File: src/rtl/mur_params.svh
`ifndef MUR_PARAMS_SVH
`define MUR_PARAMS_SVH

`define MUR_OFS_DATA       8'h08
`define MUR_OFS_CTRL_STAT  8'h09
`define MUR_OFS_TEST       8'h0a

`define MUR_STAT_RX_IRQ    7
`define MUR_STAT_TX_IRQ    2
`define MUR_STAT_TX_RDY    1
`define MUR_STAT_RX_RDY    0

`define MUR_CTRL_RX_IEN    7
`define MUR_CTRL_TX_HI     6
`define MUR_CTRL_TX_LO     5
`define MUR_CTRL_CMD_HI    1
`define MUR_CTRL_CMD_LO    0

`define MUR_TX_IEN_CODE    2'h1
`define MUR_CMD_SWRESET    2'h3
`define MUR_TEST_BIT       0

`define MUR_CTRL_RESET     8'h00
`define MUR_TEST_RESET     1'h0

`define MUR_CLK_PS         8000
`define MUR_BIT_PS         32000000
`define MUR_BIT_CYCLES     (`MUR_BIT_PS / `MUR_CLK_PS)
`define MUR_TEST_CYCLES    16

`endif

File: src/rtl/mur_pkg.sv
package mur_pkg;

    typedef enum logic [1:0] {
        MUR_RX_IDLE,
        MUR_RX_START,
        MUR_RX_DATA,
        MUR_RX_STOP
    } mur_rx_state_e;

    typedef logic [7:0] mur_byte_t;

endpackage : mur_pkg

File: src/rtl/mur_midi_uart.sv
// Function
// - Byte data register: write sends, read receives
// - Write at shared address updates control
// - Read at shared address returns status
// - Status receive interrupt bit shows pending
// - Four status bits always read zero
// - Status transmit interrupt bit shows pending
// - Status transmit ready bit shows acceptance
// - Status receive ready shows byte available
// - Receive interrupt enable control bit
// - Transmit field 01 enables ready interrupt
// - Command field 11 resets serial port
// - Test bit selects fast bus clock rate
// - Test bit clear after reset
// - Module enable gates serial port operation
// - Pending interrupt drives serial interrupt output
`timescale 1ns/10ps
`include "mur_params.svh"

module mur_midi_uart
    import mur_pkg::*;
#(
    parameter int BIT_CYCLES  = `MUR_BIT_CYCLES,
    parameter int TEST_CYCLES = `MUR_TEST_CYCLES
)
(
    input  wire logic       mclk,
    input  wire logic       rst_n,
    input  wire logic [7:0] io_addr,
    input  wire logic [7:0] io_wdata,
    input  wire logic       io_wr,
    input  wire logic       io_rd,
    output logic      [7:0] io_rdata,
    input  wire logic       port_enable,
    input  wire logic       midi_in,
    output logic            midi_out,
    output logic            serial_irq
);

    localparam logic [11:0] BIT_P  = 12'(BIT_CYCLES - 1);
    localparam logic [11:0] TEST_P = 12'(TEST_CYCLES - 1);
    localparam logic [11:0] HALF_P = 12'(BIT_CYCLES / 2 - 1);
    localparam logic [11:0] THALF_P = 12'(TEST_CYCLES / 2 - 1);

    logic [7:0]    ctrl_ff;
    logic          test_ff;
    mur_byte_t     rdata_ff;
    logic          irq_ff;
    logic          rx_meta_ff;
    logic          rx_sync_ff;
    logic          rx_prev_ff;
    mur_rx_state_e rx_state_ff;
    logic [11:0]   rx_cnt_ff;
    logic [2:0]    rx_bit_ff;
    mur_byte_t     rx_shift_ff;
    mur_byte_t     rx_data_ff;
    logic          rx_rdy_ff;
    mur_byte_t     thr_ff;
    logic          thr_full_ff;
    logic          tx_busy_ff;
    logic [9:0]    tx_shift_ff;
    logic [3:0]    tx_bit_ff;
    logic [11:0]   tx_cnt_ff;
    logic          tx_line_ff;

    // Address decode
    wire sel_data  = io_addr == `MUR_OFS_DATA;
    wire sel_cs    = io_addr == `MUR_OFS_CTRL_STAT;
    wire sel_test  = io_addr == `MUR_OFS_TEST;
    wire wr_data   = io_wr && sel_data;
    wire rd_data   = io_rd && sel_data;
    wire wr_ctrl   = io_wr && sel_cs;
    wire wr_test   = io_wr && sel_test;

    // Software reset pulses; disable holds the engine idle
    wire sw_reset  = wr_ctrl && io_wdata[`MUR_CTRL_CMD_HI:`MUR_CTRL_CMD_LO] == `MUR_CMD_SWRESET;
    wire eng_clr   = sw_reset || !port_enable;

    // Bit period from the fast bus clock in test mode
    wire [11:0] per    = test_ff ? TEST_P : BIT_P;
    wire [11:0] half   = test_ff ? THALF_P : HALF_P;

    wire rx_irq  = rx_rdy_ff && ctrl_ff[`MUR_CTRL_RX_IEN];
    wire tx_rdy  = !thr_full_ff;
    wire tx_irq  = tx_rdy && port_enable
                 && ctrl_ff[`MUR_CTRL_TX_HI:`MUR_CTRL_TX_LO] == `MUR_TX_IEN_CODE;

    // Status layout; bits 6:3 fixed zero as a presence signature
    wire [7:0] status = {rx_irq, 4'h0, tx_irq, tx_rdy && port_enable, rx_rdy_ff};

    wire [7:0] rd_mux = sel_data ? rx_data_ff
                      : sel_cs   ? status
                      : sel_test ? {7'h00, test_ff}
                      : 8'h00;

    // Receive framing
    wire rx_tick      = rx_cnt_ff == 12'h000;
    wire rx_fall      = rx_prev_ff && !rx_sync_ff;
    wire rx_done      = rx_state_ff == MUR_RX_STOP && rx_tick && rx_sync_ff;

    // Transmit framing
    wire tx_load      = !tx_busy_ff && thr_full_ff && port_enable;
    wire tx_tick      = tx_cnt_ff == 12'h000;
    wire tx_last      = tx_busy_ff && tx_tick && tx_bit_ff == 4'h9;

    always_ff @(posedge mclk)
    begin
        if (!rst_n)
        begin
            ctrl_ff  <= `MUR_CTRL_RESET;
            test_ff  <= `MUR_TEST_RESET;
            rdata_ff <= 8'h00;
            irq_ff   <= 1'b0;
        end
        else
        begin
            if (wr_ctrl)
                ctrl_ff <= io_wdata;
            if (wr_test)
                test_ff <= io_wdata[`MUR_TEST_BIT];
            if (io_rd)
                rdata_ff <= rd_mux;
            irq_ff <= rx_irq || tx_irq;
        end
    end

    // Pin synchroniser
    always_ff @(posedge mclk)
    begin
        if (!rst_n)
        begin
            rx_meta_ff <= 1'b1;
            rx_sync_ff <= 1'b1;
            rx_prev_ff <= 1'b1;
        end
        else
        begin
            rx_meta_ff <= midi_in;
            rx_sync_ff <= rx_meta_ff;
            rx_prev_ff <= rx_sync_ff;
        end
    end

    // Receiver: start edge, sample mid-bit, LSB first
    always_ff @(posedge mclk)
    begin
        if (!rst_n || eng_clr)
        begin
            rx_state_ff <= MUR_RX_IDLE;
            rx_cnt_ff   <= 12'h000;
            rx_bit_ff   <= 3'h0;
            rx_shift_ff <= 8'h00;
        end
        else
        begin
            rx_cnt_ff <= rx_tick ? per : rx_cnt_ff - 12'h001;
            case (rx_state_ff)
                MUR_RX_IDLE:
                begin
                    if (rx_fall)
                    begin
                        rx_state_ff <= MUR_RX_START;
                        rx_cnt_ff   <= half;
                    end
                end
                MUR_RX_START:
                begin
                    if (rx_tick)
                        rx_state_ff <= rx_sync_ff ? MUR_RX_IDLE : MUR_RX_DATA;
                end
                MUR_RX_DATA:
                begin
                    if (rx_tick)
                    begin
                        rx_shift_ff <= {rx_sync_ff, rx_shift_ff[7:1]};
                        rx_bit_ff   <= rx_bit_ff + 3'h1;
                        if (rx_bit_ff == 3'h7)
                            rx_state_ff <= MUR_RX_STOP;
                    end
                end
                MUR_RX_STOP:
                begin
                    // A framing error drops the byte silently
                    if (rx_tick)
                        rx_state_ff <= MUR_RX_IDLE;
                end
                default:
                    rx_state_ff <= MUR_RX_IDLE;
            endcase
        end
    end

    // Receive holding byte; new byte wins over a clearing read
    always_ff @(posedge mclk)
    begin
        if (!rst_n || sw_reset)
        begin
            rx_data_ff <= 8'h00;
            rx_rdy_ff  <= 1'b0;
        end
        else if (rx_done)
        begin
            rx_data_ff <= rx_shift_ff;
            rx_rdy_ff  <= 1'b1;
        end
        else if (rd_data)
            rx_rdy_ff <= 1'b0;
    end

    // Transmit holding byte; ready drops until moved to shifter
    always_ff @(posedge mclk)
    begin
        if (!rst_n || sw_reset)
        begin
            thr_ff      <= 8'h00;
            thr_full_ff <= 1'b0;
        end
        else if (wr_data)
        begin
            thr_ff      <= io_wdata;
            thr_full_ff <= 1'b1;
        end
        else if (tx_load)
            thr_full_ff <= 1'b0;
    end

    // Transmit shifter: start, 8 data LSB first, stop
    always_ff @(posedge mclk)
    begin
        if (!rst_n || eng_clr)
        begin
            tx_busy_ff  <= 1'b0;
            tx_shift_ff <= 10'h3ff;
            tx_bit_ff   <= 4'h0;
            tx_cnt_ff   <= 12'h000;
            tx_line_ff  <= 1'b1;
        end
        else if (tx_load)
        begin
            tx_busy_ff  <= 1'b1;
            tx_shift_ff <= {1'b1, thr_ff, 1'b0};
            tx_bit_ff   <= 4'h0;
            tx_cnt_ff   <= per;
            tx_line_ff  <= 1'b0;
        end
        else if (tx_busy_ff)
        begin
            tx_cnt_ff <= tx_tick ? per : tx_cnt_ff - 12'h001;
            if (tx_last)
            begin
                tx_busy_ff <= 1'b0;
                tx_line_ff <= 1'b1;
            end
            else if (tx_tick)
            begin
                tx_shift_ff <= {1'b1, tx_shift_ff[9:1]};
                tx_bit_ff   <= tx_bit_ff + 4'h1;
                tx_line_ff  <= tx_shift_ff[1];
            end
        end
    end

    assign io_rdata   = rdata_ff;
    assign midi_out   = tx_line_ff;
    assign serial_irq = irq_ff;

endmodule : mur_midi_uart

File: config.mk
export PLATFORM = sky130hd
export DESIGN_NAME = mur_midi_uart
export DESIGN_NICKNAME = d
export VERILOG_FILES = /design/src/rtl/mur_pkg.sv /design/src/rtl/mur_midi_uart.sv
export VERILOG_INCLUDE_DIRS = /design/src /design/src/rtl
export SDC_FILE = /design/constraint.sdc
export NUM_CORES = 1
export LEC_CHECK = 0
export ABC_AREA = 1
export BUFFER_PORTS_ARGS = -buffer_cell sky130_fd_sc_hd__clkbuf_2
export CAP_MARGIN = 20
export CORE_ASPECT_RATIO = 0.5
export CORE_MARGIN = 2
export CORE_UTILIZATION = 35
export CTS_CLUSTER_DIAMETER = 40
export DETAILED_ROUTE_END_ITERATION = 16
export PLACE_DENSITY_LB_ADDON = 0.3
export SETUP_SLACK_MARGIN = 0.2
export SLEW_MARGIN = 25
export SYNTH_ARGS = -nofsm -noshare
export SYNTH_HDL_FRONTEND = slang
export SYNTH_SLANG_ARGS = --single-unit
File: constraint.sdc
create_clock -name mclk -period 1.8 [get_ports mclk]
set_input_delay 0.36 -clock mclk [delete_from_list [all_inputs] [get_ports mclk]]
set_output_delay 0.36 -clock mclk [all_outputs]
set_load 0.05 [all_outputs]
Word-level counts from Yosys, hierarchy flattened
Cells that the tools add are included.
W data, S select, Z words.
{ "word_totals": {"output_inout_bits": 10, "elab_cells": 112, "inputBits": 22, "ff_bits": 91} }
{ "classes": {"addsub": 4, "eq_ne": 16, "bitwise_logic": 1, "n_mux": 33, "reduce_logical": 38} }
{ "ops": {"columns": ["op", "count"], "rows": [
  ["$mux W12", 7],
  ["$mux W9", 4],
  ["$eq A8 B4 Y1 const B", 3],
  ["$logic_not A12 Y1", 2],
  ["$sub A12 B1 Y12 const B", 2],
  ["$mux W8", 2],
  ["$logic_and A1 B1 Y1", 15],
  ["$mux W1", 12],
  ["$mux W2", 6],
  ["$ne A2 B2 Y1 const B", 6],
  ["$mux W11", 1],
  ["$pmux W2 S4", 1],
  ["$reduce_bool A2 Y1", 4],
  ["$eq A2 B2 Y1 const B", 3],
  ["$reduce_and A3 Y1", 2],
  ["$logic_not A1 Y1", 5],
  ["$reduce_and A5 Y1", 1],
  ["$add A4 B1 Y4 const B", 1],
  ["$eq A2 B1 Y1 const B", 2],
  ["$eq A4 B4 Y1 const B", 1],
  ["$logic_or A1 B1 Y1", 4],
  ["$reduce_and A2 Y1", 2],
  ["$add A3 B1 Y3 const B", 1],
  ["$eq A3 B3 Y1 const B", 1],
  ["other kinds (4)", 4]
]} }

Longest topological paths before layout
{ "logic_depth": {"depth_word": 6, "mapped_depth": 10, "mapped_depth_nobuf": 10} }

Least setup slack after synthesis
Ideal clock, no wire load.
{ "synth_path": {"path_kind": "flip-flop to flip-flop", "start": "register tx_cnt_ff[0]", "end": "register tx_cnt_ff[4]", "period_less_slack_ns": 1.347, "path_stages_with_launch": 10, "arrival_ns": 1.225, "path_buffers": 0, "slack_ns": 0.453, "cell_sequence": "dfxtp_1 > inv_1 > ha_1 > nand2_2 > nor2_4 > nand2_1 > nand2_1 > nand2_1 > o21ai_0 > a21oi_1"} }
{ "synth_between": {"elab_chain_cells": 4} }
{ "synth_lines": {"columns": ["element", "line", "text"], "rows": [
  ["start, declared", "mur_midi_uart.sv:63", "logic [11:0] tx_cnt_ff;"],
  ["start signal, assigned", "mur_midi_uart.sv:243", "tx_cnt_ff <= per;"],
  ["start signal, assigned", "mur_midi_uart.sv:248", "tx_cnt_ff <= tx_tick ? per : tx_cnt_ff - 12'h001;"],
  ["$sub A12 B1 Y12 / $logic_not A12 Y1 (equally long branches)", "mur_midi_uart.sv:248, mur_midi_uart.sv:103", null],
  ["$mux W12 *", "mur_midi_uart.sv:248", null],
  ["$mux W12 *", "mur_midi_uart.sv:246", "else if (tx_busy_ff)"],
  ["$mux W12 *", "mur_midi_uart.sv:238", "else if (tx_load)"]
]} }
Every way passes the cells marked *; elsewhere a longest branch is shown, timed or not. The select of a mux whose other input is x is not followed.
A chain may end at the register's enable or synchronous reset.

Final worst setup path
{ "layout_path": {"start": "register rx_cnt_ff[0]", "end": "register rx_cnt_ff[8]"} }
{ "layout_between": {"elab_chain_cells": 4} }
{ "layout_lines": {"columns": ["element", "line", "text"], "rows": [
  ["start, declared", "mur_midi_uart.sv:53", "logic [11:0] rx_cnt_ff;"],
  ["start signal, assigned", "mur_midi_uart.sv:156", "rx_cnt_ff <= rx_tick ? per : rx_cnt_ff - 12'h001;"],
  ["start signal, assigned", "mur_midi_uart.sv:163", "rx_cnt_ff <= half;"],
  ["$sub A12 B1 Y12 / $logic_not A12 Y1 (equally long branches)", "mur_midi_uart.sv:156, mur_midi_uart.sv:97", null],
  ["$mux W12 *", "mur_midi_uart.sv:156", null],
  ["$mux W12", "mur_midi_uart.sv:160", "if (rx_fall)"],
  ["$mux W12 *", "mur_midi_uart.sv:157", "case (rx_state_ff)"]
]} }
Every way passes the cells marked *; elsewhere a longest branch is shown, timed or not.

==> summary.md <==
| Metric | Value |
|---|---|
| IO buf count | 31 |
| Crit-path max FO | 5 |
| Clock power frac | a little over two fifths |
| Post-Syn Nets | 599 |
| Vias in the first global route | 3,276 |
| P_leak | 2.09 nW |
| Mapped Area | 0.00413 mm^2 |
| Switching power total | 1.15 mW |
| Crit path buf inv count | 2 |
| Die area | 0.0127 mm^2 |
| Cell count after placement | 756 |
| Yosys reg bits | 85 |
| Core ar. | 0.0112 mm^2 |
| Root buf cell | clkbuf_16 |
| Clock Tree Buf Depth | 2 |
| Routability congestion estimate | a little under 0.8 |
| Final #Nets | 641 |
| Outcome | complete, no violations |
| Slowest CP cell | dfxtp_1 |
| Setup violators final | 0 |
| Max-cap violations | 0 |
| Clock skew | 0.00730 ns |
| Congestion Overflow GR | 0 |
| Design Power | between 4 and 5 mW |
| Crit path DAT | 1.75 ns |
| Cell Chain, Critical Path | inv_1 -> ha_1 -> nand3_1 -> nor2_2 -> nand2_1 -> nand2_2 -> inv_1 -> nor2_1 -> nor3_1 |
| HP Class | input pin to register |
| Max Clk Rate | ~650 MHz |
| Top post-synthesis cells by area | dfxtp_1, nand2_1, a21oi_1, nand3_1, inv_1 |
| Row count | 27 |
| Syn avg cell area | ~7.3 um^2 |
| Layout area overhead | 15.9% |
| N_diodes | 0 |
| Initial Utilization | 36.7% |
| Clock sinks | 85 |
| CTS tree | done |
| Yosys warning total | 0 |
| Gate power share | between 10% and 20% |
| Synth cell count leaders | nand2_1, dfxtp_1, inv_1 |
| Largest net degree at the start of global routing | 19 |
| Rel. slew slack | 76.0% |
| Via count | between 3,000 and 4,000 |
| Total Wirelength | 8.93 mm |
| Max IR drop VDD | 0.450 mV |
| CTS Buf Count | 9 |
| P_int | between 3 and 4 mW |
| Leading cell type by number of instances after synthesis | nand2_1 |
| CP Class | register to register |
| Top Ports | 32 |
| CTS clk-pin slew, worst paths | 0.07 ns |
| Post-synth cell types | 40 |
| Register area share after synthesis | 41.2% |
| PD cells | 883 mW/mm^2 |
| Tcrit/Tclk final | around 85% |
| Initial DRT Pass Iterations | 4 |
| Worst hold slack | 0.218 ns |
| Critical path required time | about 2 ns |
| DRC viols | 0 |
| DP Wirelength | 6.41 mm |
| Final non-filler cell total | 775 |
| Synth Flop Type | dfxtp_1 |
| Unrepaired setup endpoints after global routing | true |
| Fin. max-slew vios | 0 |
| Sw Ratio | a little over a quarter |
| Mapped Cells | 569 |
| Final ANT Viol Nets | 0 |
| Post-synth ARST share | 0% |
| Wire length per cell | roughly 12 um |
| CP endpoint kind | register |
| CP top delay family | simple AND/OR/NAND/NOR gates |
| Cell mode on critical path | inv_1 |
| Crit path largest cell delay | 0.31 ns |
| Initial DRC count | roughly 240 |
| Post-synth EDFFs | 0 |
| Post-synth top area share | a little over 40% |
| Yosys top cell by area | dfxtp_1 |
| Slew @ Worst Pin | around 0.36 ns |
| Total GRT Usage | 15.0% |
| Final setup TNS | 0 ns |
| Layout Utilization | 42.6% |
| Die width | 158 um |
| Sequential group share of total power | 46.3% |
| Type of origin of the critical path | register |
| Chip height | 80.8 um |
| First-pass GRT wire length | 15.3 mm |
| Final min period | 1.53 ns |
| Drt via density | roughly 4.7 |
| H-tree levels | 3 |
| Initial antenna violation count | 0 |
| Hold Violations, Final | 0 |
| Fraction of layout cells with a size suffix above 1 | between 10% and 20% |
| Clock Latency Late Sink | 0.34 ns |
[state kept, by name, summed over array words and instances (netlist names), 3 cells and up, named ones only]
| signal | flops |
|---|---|
| rx_shift_ff | 8 |
| tx_shift_ff | 8 |
| rx_data_ff | 8 |
| rx_bit_ff | 3 |
| rx_cnt_ff | 12 |
| tx_cnt_ff | 12 |
| ctrl_ff | 3 |
| tx_bit_ff | 4 |
| io_rdata | 8 |
| thr_ff | 8 |
[power by group through the flow]
stage	clock network (mW)	registers (mW)	logic [mW]
CTS	1.81	1.96	0.494
detailed placement	0	2.00	0.490
floorplan	0	2.00	0.375
global route	1.88	1.96	0.570
global placement	0	2.00	0.487
finish	1.77	1.96	0.504
[path summary, 6_finish.rpt]
check        slack (ns)            to          from  cells past startpoint
max                0.27  rx_cnt_ff[8]  rx_cnt_ff[0]                      9
min                0.22    rx_meta_ff       midi_in                      2
min reg2reg        0.42    rx_sync_ff    rx_meta_ff                      1
max reg2reg        0.27  rx_cnt_ff[8]  rx_cnt_ff[0]                      9
[cell usage in the layout (no fill, tap or decap), drive strengths merged]
cell / synthesis / final
a21oi: 49 / 49
a31oi: 2 / 2
a41oi: 1 / 1
buf: 11 / 12
clkbuf: 1 / 41
clkinv: 1 / 3
clkinvlp: 0 / 1
dfxtp: 85 / 85
ha: 8 / 8
inv: 57 / 60
mux2i: 1 / 1
nand2: 179 / 179
nand3: 49 / 49
nand3b: 2 / 2
nand4: 7 / 7
nor2: 59 / 59
nor3: 10 / 10
nor3b: 8 / 8
nor4: 2 / 2
o211ai: 1 / 1
o21ai: 20 / 20
o31ai: 1 / 1
or2: 6 / 6
xnor2: 4 / 4
xor2: 5 / 5
[cell type report]
class                      instances  area (um^2)
clock inverter                     6         43.8
multi-input combinational        414         2130
clock buffer                      10          239
sequential                        85         1700
timing repair buffer              43          258
fill                            1128         6460
tap                              159          199
inverter                          58          218
[through the flow]
step	instance area, um^2	setup slack (ns)
floorplan	4130	0.453
finish	4790	0.265
global route	4790	0.112
CTS	4740	0.222
detailed placement	4460	0.187
global placement	4460	0.226
[layer usage]
metal	global-route usage, %	routed length [um]
met5	0	0
met4	4.45	67
met1	21.0	4800
met3	3.09	302
met2	23.4	3760
[worst reg2reg max path, cell delays in order (launching register included)]
cell and delay [ns]:
dfxtp_1 0.31, inv_1 0.09, ha_1 0.18, nand3_1 0.09, nor2_2 0.13, nand2_1 0.15, nand2_2 0.16, inv_1 0.10
nor2_1 0.15, nor3_1 0.06
[cells by family after synthesis]
family	count (synthesis)	synth area share, %
XOR/XNOR	9	1.91
flip-flops	85	41.2
adder cells (fa/ha/maj)	8	2.42
AO/OA/AOI/OAI	74	9.51
buffers and inverters	70	7.63
AND/OR/NAND/NOR	322	37.1
multiplexers	1	0.242
[timing repair]
| action | CTS | global route |
|---|---|---|
| hold buffers | 0 | 0 |
| endpoints found under the setup margin | 0 | 31 |
| resized for setup | 0 | 4 |
| endpoints found under the hold margin | 0 | 0 |
| buffers inserted | 0 | 3 |
Power figures use the tool's default switching activity.
